## config.mk

```make
export PLATFORM = sky130hd
export DESIGN_NAME = mie_move_exec
export DESIGN_NICKNAME = d
export VERILOG_FILES = /design/src/design/mie_move_exec.v
export VERILOG_INCLUDE_DIRS = /design/src /design/src/design
export SDC_FILE = /design/constraint.sdc
export NUM_CORES = 2
export LEC_CHECK = 0
export BUFFER_PORTS_ARGS = -buffer_cell sky130_fd_sc_hd__buf_2
export CAP_MARGIN = 20
export CORE_UTILIZATION = 45
export DETAILED_ROUTE_END_ITERATION = 8
export PLACE_DENSITY = 0.66
export SYNTH_ARGS = -nofsm -noshare
export SYNTH_HDL_FRONTEND = slang
export SYNTH_SLANG_ARGS = --single-unit
```

## constraint.sdc

```tcl
create_clock -name pclk -period 18.7 [get_ports pclk]
set_input_delay 0.935 -clock pclk [delete_from_list [all_inputs] [get_ports pclk]]
set_output_delay 0.935 -clock pclk [all_outputs]
set_load 0.005 [all_outputs]
```

## src/design/mie_defs.vh

```
// Constants for the data-move instruction executor.
// Assumes 14-bit instruction words and an APB slave with 32-bit data.
`ifndef MIE_DEFS_VH
`define MIE_DEFS_VH

// APB register byte offsets
`define MIE_OFF_EXEC      8'h00
`define MIE_OFF_ACC       8'h04
`define MIE_OFF_STATUS    8'h08
`define MIE_OFF_BANK      8'h0c
`define MIE_OFF_PCHI      8'h10
`define MIE_OFF_PTR0      8'h14
`define MIE_OFF_PTR1      8'h18
`define MIE_OFF_FADDR     8'h1c
`define MIE_OFF_FDATA     8'h20

// Status register field positions
`define MIE_ST_ZERO       0
`define MIE_ST_BADOP      1

// Reset values
`define MIE_RST_ACC       8'h00
`define MIE_RST_BANK      5'h00
`define MIE_RST_PCHI      7'h00
`define MIE_RST_PTR       16'h0000

// File addresses that stand for the virtual indirect registers
`define MIE_VIRT0         7'h00
`define MIE_VIRT1         7'h01

// Opcode patterns and masks
`define MIE_MSK_FCOPY     14'h3f00
`define MIE_PAT_FCOPY     14'h0800
`define MIE_MSK_STORE     14'h3f80
`define MIE_PAT_STORE     14'h0080
`define MIE_MSK_ALIT      14'h3f00
`define MIE_PAT_ALIT      14'h3000
`define MIE_MSK_BLIT      14'h3fe0
`define MIE_PAT_BLIT      14'h0020
`define MIE_MSK_PLIT      14'h3f80
`define MIE_PAT_PLIT      14'h3180
`define MIE_MSK_ILOAD     14'h3ff8
`define MIE_PAT_ILOAD     14'h0010
`define MIE_MSK_IOFS      14'h3f80
`define MIE_PAT_IOFS      14'h3f00

// Field positions inside the instruction word
`define MIE_B_DEST        7
`define MIE_B_NSEL        2
`define MIE_B_NSEL_OFS    6

// Pointer step
`define MIE_PTR_ONE       16'h0001

`endif

```

## src/design/mie_move_exec.v

```verilog
// Execution logic for the core's data-move instructions, with the file registers.
// Assumes the decode stage drives instr and instr_valid on pclk, and software uses APB.
//
// Behaviour
// - File copy to accumulator or back to file
// - File copy sets zero flag from value
// - Indirect load into accumulator, updates zero flag
// - Mode field selects pre/post increment/decrement
// - Offset form: pointer plus signed offset, unchanged
// - Pointers are 16 bits, wrap around
// - Virtual indirect address redirects through pointer
// - Bank literal loads bank select, flags kept
// - Page literal loads pc high latch, flags kept
// - Accumulator literal load, flags kept
// - Store copies accumulator to file, flags kept
// - Pointer steps never touch status flags
`include "mie_defs.vh"

module mie_move_exec #(
    parameter FILE_AW = 7
) (
    input  wire        pclk,
    input  wire        presetn,
    // APB slave
    input  wire        psel,
    input  wire        penable,
    input  wire        pwrite,
    input  wire [7:0]  paddr,
    input  wire [31:0] pwdata,
    output reg  [31:0] prdata,
    output reg         pready,
    output reg         pslverr,
    // Decode port, same clock as the bus
    input  wire        instr_valid,
    input  wire [13:0] instr,
    // Architectural state, all registered
    output reg  [7:0]  acc_q,
    output reg         zero_q,
    output reg  [4:0]  bank_select_register_q,
    output reg  [6:0]  pc_high_latch_q,
    output reg  [15:0] ptr0_q,
    output reg  [15:0] ptr1_q,
    output reg         exec_done_q,
    output reg         bad_op_q
);

    // Array depth follows the file address width
    localparam DEPTH = 1 << FILE_AW;

    // File register storage; kept unreset like any data memory
    reg  [7:0]  file_mem [0:DEPTH-1];
    reg  [6:0]  faddr_q;

    // Pointer pair as a vector so one generate loop updates both
    wire [31:0] ptr_all;
    reg  [31:0] ptr_next;
    assign ptr_all = {ptr1_q, ptr0_q};

    // APB qualifiers; the access phase always completes in its first cycle
    wire        apb_setup;
    wire        apb_acc;
    wire        apb_wr;
    assign apb_setup = psel & ~penable;
    assign apb_acc   = psel & penable & pready;
    assign apb_wr    = apb_acc & pwrite;

    // Instruction source: decode port wins over a software-issued word
    wire        sw_exec;
    wire        go;
    wire [13:0] op;
    assign sw_exec = apb_wr & (paddr == `MIE_OFF_EXEC);
    assign go      = instr_valid | sw_exec;
    assign op      = instr_valid ? instr : pwdata[13:0];

    // Opcode map, fourteen-bit words (d dest, f file, k literal, n pointer, s step mode):
    //   file copy          00 1000 d fffffff
    //   accumulator store  00 0000 1 fffffff
    //   acc literal        11 0000 kkkkkkkk
    //   bank literal       00 0000 001 kkkkk
    //   page literal       11 0001 1 kkkkkkk
    //   indirect load      00 0000 0001 0 n ss
    //   indirect offset    11 1111 0 n kkkkkk (k signed)
    // Anything else raises bad_op_q and changes nothing.
    // Masks and patterns are disjoint, so at most one strobe is high.
    // Opcode decode
    wire is_fcopy;
    wire is_store;
    wire is_alit;
    wire is_blit;
    wire is_plit;
    wire is_iload;
    wire is_iofs;
    wire is_ind;
    assign is_fcopy = (op & `MIE_MSK_FCOPY) == `MIE_PAT_FCOPY;
    assign is_store = (op & `MIE_MSK_STORE) == `MIE_PAT_STORE;
    assign is_alit  = (op & `MIE_MSK_ALIT) == `MIE_PAT_ALIT;
    assign is_blit  = (op & `MIE_MSK_BLIT) == `MIE_PAT_BLIT;
    assign is_plit  = (op & `MIE_MSK_PLIT) == `MIE_PAT_PLIT;
    assign is_iload = (op & `MIE_MSK_ILOAD) == `MIE_PAT_ILOAD;
    assign is_iofs  = (op & `MIE_MSK_IOFS) == `MIE_PAT_IOFS;
    assign is_ind   = is_iload | is_iofs;

    // A word that matches no move pattern leaves the move state alone and raises bad_op_q
    wire known_op;
    assign known_op = is_fcopy | is_store | is_alit | is_blit | is_plit | is_ind;

    // Pointer selection and stepping
    wire        nsel;
    wire [15:0] ptr_cur;
    wire        pre_mode;
    wire        inc_mode;
    wire [15:0] ptr_step;
    wire [15:0] ofs_ext;
    wire [15:0] ind_ea;
    assign nsel     = is_iofs ? op[`MIE_B_NSEL_OFS] : op[`MIE_B_NSEL];
    assign ptr_cur  = nsel ? ptr1_q : ptr0_q;
    assign pre_mode = ~op[1];
    assign inc_mode = ~op[0];
    // 16-bit add drops the carry, which gives the wrap for free
    assign ptr_step = inc_mode ? ptr_cur + `MIE_PTR_ONE
                               : ptr_cur - `MIE_PTR_ONE;
    assign ofs_ext  = {{10{op[5]}}, op[5:0]};
    assign ind_ea   = is_iofs ? ptr_cur + ofs_ext :
                      (pre_mode ? ptr_step : ptr_cur);

    // Direct file address, redirected when it names a virtual indirect register
    wire [6:0]  f_addr;
    wire [15:0] dir_ea;
    assign f_addr = op[6:0];
    assign dir_ea = (f_addr == `MIE_VIRT0) ? ptr0_q :
                    (f_addr == `MIE_VIRT1) ? ptr1_q :
                    {9'h000, f_addr};

    // Only the low bits of an effective address reach the file array
    // Limitation: upper pointer bits are ignored, so far addresses alias onto the array
    wire [15:0]        eff_addr;
    wire [FILE_AW-1:0] mem_idx;
    wire [7:0]         rd_val;
    wire               rd_zero;
    assign eff_addr = is_ind ? ind_ea : dir_ea;
    assign mem_idx  = eff_addr[FILE_AW-1:0];
    assign rd_val   = file_mem[mem_idx];
    assign rd_zero  = (rd_val == 8'h00);

    // Pointer next values, one generate slice per pointer
    genvar gi;
    generate
        for (gi = 0; gi < 2; gi = gi + 1)
        begin : g_ptr
            always @*
            begin
                ptr_next[gi*16 +: 16] = ptr_all[gi*16 +: 16];
                // A software pointer write loses to a step of the same pointer
                if (go && is_iload && (nsel == gi))
                begin
                    ptr_next[gi*16 +: 16] = ptr_step;
                end
                else if (apb_wr && paddr == ((gi == 0) ? `MIE_OFF_PTR0 : `MIE_OFF_PTR1))
                begin
                    ptr_next[gi*16 +: 16] = pwdata[15:0];
                end
            end
        end
    endgenerate

    // Architectural state; an executing instruction wins over a software write
    always @(posedge pclk or negedge presetn)
    begin
        if (!presetn)
        begin
            acc_q                  <= `MIE_RST_ACC;
            zero_q                 <= 1'b0;
            bank_select_register_q <= `MIE_RST_BANK;
            pc_high_latch_q        <= `MIE_RST_PCHI;
            ptr0_q                 <= `MIE_RST_PTR;
            ptr1_q                 <= `MIE_RST_PTR;
            exec_done_q            <= 1'b0;
            bad_op_q               <= 1'b0;
            faddr_q                <= 7'h00;
        end
        else
        begin
            ptr0_q      <= ptr_next[15:0];
            ptr1_q      <= ptr_next[31:16];
            exec_done_q <= go;
            bad_op_q    <= go & ~known_op;
            if (apb_wr && paddr == `MIE_OFF_FADDR)
            begin
                faddr_q <= pwdata[6:0];
            end
            if (go)
            begin
                if (is_fcopy)
                begin
                    if (!op[`MIE_B_DEST])
                        acc_q <= rd_val;
                    zero_q <= rd_zero;
                end
                else if (is_ind)
                begin
                    acc_q  <= rd_val;
                    zero_q <= rd_zero;
                end
                else if (is_alit)
                begin
                    acc_q <= op[7:0];
                end
                else if (is_blit)
                begin
                    bank_select_register_q <= op[4:0];
                end
                else if (is_plit)
                begin
                    pc_high_latch_q <= op[6:0];
                end
            end
            else if (apb_wr)
            begin
                case (paddr)
                    `MIE_OFF_ACC:    acc_q <= pwdata[7:0];
                    `MIE_OFF_STATUS: zero_q <= pwdata[`MIE_ST_ZERO];
                    `MIE_OFF_BANK:   bank_select_register_q <= pwdata[4:0];
                    `MIE_OFF_PCHI:   pc_high_latch_q <= pwdata[6:0];
                    default:         acc_q <= acc_q;
                endcase
            end
        end
    end

    // File array write port; store and copy-back come before a software write
    always @(posedge pclk)
    begin
        if (go && is_store)
        begin
            file_mem[mem_idx] <= acc_q;
        end
        else if (go && is_fcopy && op[`MIE_B_DEST])
        begin
            file_mem[mem_idx] <= rd_val;
        end
        else if (apb_wr && paddr == `MIE_OFF_FDATA)
        begin
            file_mem[faddr_q[FILE_AW-1:0]] <= pwdata[7:0];
        end
    end

    // Register map seen by software:
    //   00 exec word (write only, reads zero)
    //   04 accumulator, 08 status (bit 0 zero, bit 1 bad opcode)
    //   0c bank select, 10 pc high latch
    //   14 and 18 the two pointers
    //   1c file index, 20 file data at that index
    // Narrow fields sit in the low bits; upper bits read zero.
    // Unmapped offsets answer with pslverr and read zero.
    // Read mux for the APB answer
    reg [31:0] rd_mux;
    reg        map_hit;
    always @*
    begin
        map_hit = 1'b1;
        case (paddr)
            `MIE_OFF_EXEC:   rd_mux = 32'h0000_0000;
            `MIE_OFF_ACC:    rd_mux = {24'h00_0000, acc_q};
            `MIE_OFF_STATUS: rd_mux = {30'h0000_0000, bad_op_q, zero_q};
            `MIE_OFF_BANK:   rd_mux = {27'h000_0000, bank_select_register_q};
            `MIE_OFF_PCHI:   rd_mux = {25'h000_0000, pc_high_latch_q};
            `MIE_OFF_PTR0:   rd_mux = {16'h0000, ptr0_q};
            `MIE_OFF_PTR1:   rd_mux = {16'h0000, ptr1_q};
            `MIE_OFF_FADDR:  rd_mux = {25'h000_0000, faddr_q};
            `MIE_OFF_FDATA:  rd_mux = {24'h00_0000, file_mem[faddr_q[FILE_AW-1:0]]};
            default:
            begin
                rd_mux  = 32'h0000_0000;
                map_hit = 1'b0;
            end
        endcase
    end

    // APB answer is prepared in the setup cycle so the access phase has no wait state
    always @(posedge pclk or negedge presetn)
    begin
        if (!presetn)
        begin
            prdata  <= 32'h0000_0000;
            pready  <= 1'b0;
            pslverr <= 1'b0;
        end
        else
        begin
            pready  <= apb_setup;
            pslverr <= apb_setup & ~map_hit;                    // Unmapped offset, either direction
            // Data is cleared after the access so a stale word never lingers on the bus
            if (apb_setup && !pwrite)
            begin
                prdata <= rd_mux;
            end
            else if (apb_acc)
            begin
                prdata <= 32'h0000_0000;
            end
        end
    end

endmodule

```

After elaboration in Yosys (flattened, before gate mapping)
Memories as Yosys holds them, arrays and structs flattened.
Cells that the tools add are included.
- flip-flop bits (word level): 96
- memory bits (writable): 1024
- input bits: 60
- output and inout bits: 89
- word-level logic and storage cells: 146
- memories: 1
- memory list (memory ; words ; width ; rd ports ; clocked after memory_dff ; write ports ; line ; source):
    file_mem ; 128 ; 8 ; 2 ; 0 ; 1 ; mie_move_exec.v:51 ; reg [7:0] file_mem [0:DEPTH-1];
- $add $sub $neg: 3
- equality and inequality tests: 25
- muxes and demuxes: 57
- bitwise gates (word level): 19
- reduce and logical (&&, ||, !) cells: 29
- operator list (operator ; number):
    $pmux 16 s8 ; 1
    $mux 7 ; 14
    $mux 16 ; 6
    $mux 8 ; 9
    $mux 32 ; 2
    $mux 5 ; 7
    $eq 8x5->1 const B ; 4
    $mux 1 ; 17
    $add 16x1->16 const B ; 1
    $eq 8x4->1 const B ; 2
    $logic_not 8->1 ; 2
    $reduce_bool 2->1 ; 8
    $sub 16x1->16 const B ; 1
    $eq 7x1->1 const B ; 2
    $eq 7x7->1 const B ; 2
    $mux 14 ; 1
    $eq 11x2->1 const B ; 1
    $logic_and 1x1->1 ; 11
    $eq 9x1->1 const B ; 1
    $reduce_or 9->1 ; 1
    $eq 8x3->1 const B ; 1
    $eq 8x6->1 const B ; 1
    $ne 2x2->1 const B ; 4
    $or 1x1->1 ; 8
    other kinds (16) ; 26

Depth between registers and ports, before layout
An unclocked memory read counts as a cell.
- word-level depth: 14
- mapped depth: 26
- gate-level depth less buffers: 22

Worst setup path before layout
Ideal clock, no wire load.
- kind: in2reg
- from: in instr_valid
- to: mem file_mem[0][5] (data pin)
- library setup time: 1197 ps
- data arrival time: 10284 ps
- required time: 17503 ps
- path slack: 7219 ps
- cell stages on the path: 22
- path buffers: 4
- cells stage by stage: buf_6 -> or2_1 -> o22a_1 -> o21ai_1 -> and2_1 -> buf_2 -> buf_1 -> mux2_2 -> ha_1 -> nand2_1 -> o21ai_0 -> xnor2_1 -> a21oi_1 -> o21bai_1 -> clkbuf_1 -> a21oi_2 -> nand2_1 -> a21oi_1 -> or4_1 -> o31ai_1 -> o31ai_1 -> o21ai_0
- cells in the longest elaborated chain, start to end: 12
- elaborated cells between the ends (all ways): 33
- classes of those cells: add/sub (3); eq/ne (5); mux (17); bitwise (2); reduce/logical (5); memory (1)
- RTL lines (item ; line ; source):
    start: declaration ; mie_move_exec.v:34 ; input wire instr_valid,
    $mux 14 ; mie_move_exec.v:73 ; assign op = instr_valid ? instr : pwdata[13:0];
    $eq 7x7->1 (no line) ; -- ;
    $mux 1 ; mie_move_exec.v:115 ; assign nsel = is_iofs ? op[`MIE_B_NSEL_OFS] : op[`MIE_B_NSEL];
    $mux 16 ; mie_move_exec.v:116 ; assign ptr_cur = nsel ? ptr1_q : ptr0_q;
    $add 16x1->16 (no line) / $sub 16x1->16 (equally long branches) ; -- ;
    $mux 16 (no line) ; -- ;
    $mux 7 ; mie_move_exec.v:124 ; (pre_mode ? ptr_step : ptr_cur);
    $mux 7 ; mie_move_exec.v:123 ; assign ind_ea = is_iofs ? ptr_cur + ofs_ext :
    $mux 7 ; mie_move_exec.v:140 ; assign eff_addr = is_ind ? ind_ea : dir_ea;
    $mem_v2 128x8 ; -- ;
    $mux 8 (no line) ; -- ;
    $mux 8 (no line) * ; -- ;
    end: declaration ; mie_move_exec.v:51 ;
Every way passes the cells marked *; elsewhere a longest branch is shown, timed or not.

Worst setup path in the final report
- from: in instr_valid
- to: mem file_mem[112][5] (data pin)
Same word-level chain as after synthesis.

==> results.sh <==
export IMPL_numCtsBuffers=115
export IMPL_crit_path_start_kind="primary input"
export IMPL_synth_area_top_cells="edfxtp_1, mux4_2, nand2_1"
export IMPL_drcViolationCount=0
export IMPL_gp_congestion=0.969
export IMPL_path_cells="buf_2, nand2b_1, o22ai_1, nand4_2, nand2_1, inv_1, ha_1, nand3_1, o31ai_1, nor3_4, buf_4, buf_12, buf_4, nor2_1, buf_4, a32oi_1, a21oi_1, or2_1, o31ai_1, o31ai_1, buf_4, o21ai_4, buf_4, buf_4"
export IMPL_synth_top_area_share=0.553
export IMPL_postRouteAntennaNets=0
export IMPL_worstMarginPinSlew_ns=1.29
export IMPL_synth_area_sq_um=55600
export IMPL_grt_pass1_vias=37800
export IMPL_grt_pass1_wl_um=271000
export IMPL_max_clock_path_buffers=3
export IMPL_critical_path_class="primary input to flip-flop"
export IMPL_die_w_um=353
export IMPL_fin_setup_tns_ns=0
export IMPL_synth_area_per_cell_sq_um=13.1
export IMPL_htreeDepth=3
export IMPL_post_cts_buffers=0
export IMPL_viasPerCell=6.69
export IMPL_final_min_clock_period_ns=9.51
export IMPL_die_area_sq_um=125000
export IMPL_clk_latency_ns=0.73
export IMPL_syn_inst=4243
export IMPL_cts_tree="yes"
export IMPL_path_buf_inv=9
export IMPL_layout_commonest_cell="edfxtp_1"
export IMPL_ys_ff_latch=1104
export IMPL_max_freq_mhz=105
export IMPL_crit_path_end_kind="flip-flop"
export IMPL_synth_warnings=0
export IMPL_critPathArrivalTime_ns=9.90
export IMPL_yosysSeqAreaShare=0.589
export IMPL_ys_flop_type="edfxtp_1"
export IMPL_drive_above_1_share=0.197
export IMPL_cp_slowest_cell="o31ai_1"
export IMPL_wl_per_cell_um=31.7
export IMPL_firstDrtPassIters=8
export IMPL_ys_async_sr_fraction=0.0725
export IMPL_leakage_nw=20.7
export IMPL_drt_total_wl_um=191000
export IMPL_hold_path_class="primary input to asynchronous set/reset pin"
export IMPL_critPathMaxFanout=120
export IMPL_rows=128
export IMPL_setup_viol=0
export IMPL_grt_max_degree=125
export IMPL_post_route_period_util=0.509
export IMPL_critPathMaxStageDelay_ns=1.07
export IMPL_hold_viol_final=0
export IMPL_ios=149
export IMPL_rsz0062_at_grt="false"
export IMPL_areaGrowthSynthToFinish_pct=10.6
export IMPL_ctsHoldBuffers=0
export IMPL_fin_skew_ns=0.0426
export IMPL_core_sq_um=122000
export IMPL_utilization=0.503
export IMPL_postCtsResizedCells=0
export IMPL_overflow=0
export IMPL_start_util=0.455
export IMPL_maxCapViolCount=0
export IMPL_synth_distinct_cells=97
export IMPL_nNetsFinal=4388
export IMPL_clk_pin_slew_ns=0.06
export IMPL_synth_edf_count=1024
export IMPL_irDropWorstVdd_mv=0.0795
export IMPL_cts_root_buffer="clkbuf_16"
export IMPL_io_buffers=116
export IMPL_grt_usage=0.300
export IMPL_slew_violations=0
export IMPL_run_status="finished, final reports clean"
export IMPL_dp_hpwl_um=125000
export IMPL_antenna_found_initial=6
export IMPL_drt_iter0_drc=6893
export IMPL_yosys_area_top_type="edfxtp_1"
export IMPL_mostFrequentLayoutCells="edfxtp_1, nand2_1, nand3_1"
export IMPL_die_h_um=353
export IMPL_worst_ep_required_time_ns=19.08
export IMPL_slew_headroom=0.131
export IMPL_power_density_nw_per_um2=98.0
export IMPL_critPathMostFrequentCell="buf_4"
export IMPL_route_vias_total=40300
export IMPL_path_delay_family="buffers and inverters"
export IMPL_cts_sinks=1104
## flip-flops by register name, summed over array words and instances, names as in the netlist
signal                  flops
ptr0_q                     16
pslverr                     1
file_mem                 1024
prdata                     16
zero_q                      1
faddr_q                     7
exec_done_q                 1
bad_op_q                    1
ptr1_q                     16
pc_high_latch_q             7
bank_select_register_q      5
pready                      1
acc_q                       8
## final cells by class
| class | instances | area, sq um |
|---|---|---|
| Clock inverter | 75 | 708 |
| Inverter | 25 | 93.8 |
| Fill cell | 10300 | 60700 |
| Multi-Input combinational cell | 2818 | 21400 |
| Clock buffer | 137 | 2960 |
| Antenna cell | 1 | 2.50 |
| Timing Repair Buffer | 239 | 1570 |
| Tap cell | 1625 | 2030 |
| Sequential cell | 1104 | 32800 |
## metal layers
metal | up-vias | GRT usage | routed length (um)
li1 | 16500 | - | -
met1 | 19900 | 0.394 | 66900
met2 | 3301 | 0.450 | 84600
met3 | 633 | 0.0840 | 27100
met4 | 12 | 0.163 | 12100
met5 | - | 0.00755 | 230
## synthesized netlist by cell type (38+ instances only)
library cell and n:
a22oi_1 38, mux4_2 339, clkbuf_1 111, a32oi_1 45, mux2i_1 119, nor2_1 230
a21oi_1 102, dfrtp_1 80, nand2_1 933, mux2_2 59, edfxtp_1 1024, o21ai_0 88
a31oi_1 50, nand3_1 355, buf_2 109, buf_4 43
## worst register-to-register path, delay by kind of cell (launching register included)
kind	cells	cell delay, ns
AOI/OAI and AO/OA	6	1.87
adders and majority gates	1	0.29
buffers and inverters	8	3.72
and+or+nand+nor	7	1.71
DFF	1	0.50
## kinds of logic (layout without fill, tap and decap cells)
group	after synthesis	in the layout	share of synthesized area
AND/OR/NAND/NOR	1701	1701	0.133
flip-flops	1104	1104	0.589
AO/OA/AOI/OAI	537	537	0.0675
multiplexers	519	519	0.172
buffers and inverters	336	476	0.0302
adder cells (fa/ha/maj)	25	25	0.00590
XOR/XNOR	20	20	0.00315
other	1	17	0.0000675
## path summary, 6_finish.rpt
| path | startpoint | to | slack, ns | cells past startpoint |
|---|---|---|---|---|
| setup / recovery | instr_valid | file_mem[112][5]$_DFFE_PP_ | 9.19 | 24 |
| hold / removal | presetn | ptr0_q[11]$_DFFE_PN0P_ | 0.08 | 1 |
| setup reg to reg | ptr1_q[0]$_DFFE_PN0P_ | file_mem[112][5]$_DFFE_PP_ | 10.14 | 22 |
| hold reg to reg | prdata[8]$_DFFE_PN0P_ | prdata[8]$_DFFE_PN0P_ | 0.48 | 2 |
| max in group asynchronous | presetn | faddr_q[0]$_DFFE_PN0P_ | 17.46 | 2 |
| min in group pclk | prdata[8]$_DFFE_PN0P_ | prdata[8]$_DFFE_PN0P_ | 0.48 | 2 |
## metrics by stage
stage	setup WS, ns	instances	total power [mW]	hold WS [ns]	cell area, sq um
2_1_floorplan	7.22	4258	3.49	0.473	55700
3_3_place_gp	8.89	5795	3.75	0.460	57700
3_5_place_dp	8.67	5799	3.77	0.467	57700
4_1_cts	9.41	6011	6.00	0.0630	61400
5_1_grt	9.09	6023	6.15	0.0937	61500
6_report	9.19	6024	6.03	0.0779	61500
## report_power, final
group          internal [mW]  leakage [nW]  switching, mW  total, mW
clock network           1.29          1.78          0.989       2.28
registers               2.94          10.3         0.0164       2.96
logic                  0.163          8.66          0.628      0.791
total                   4.39          20.7           1.63       6.03
(Power assumes the default switching activity.)
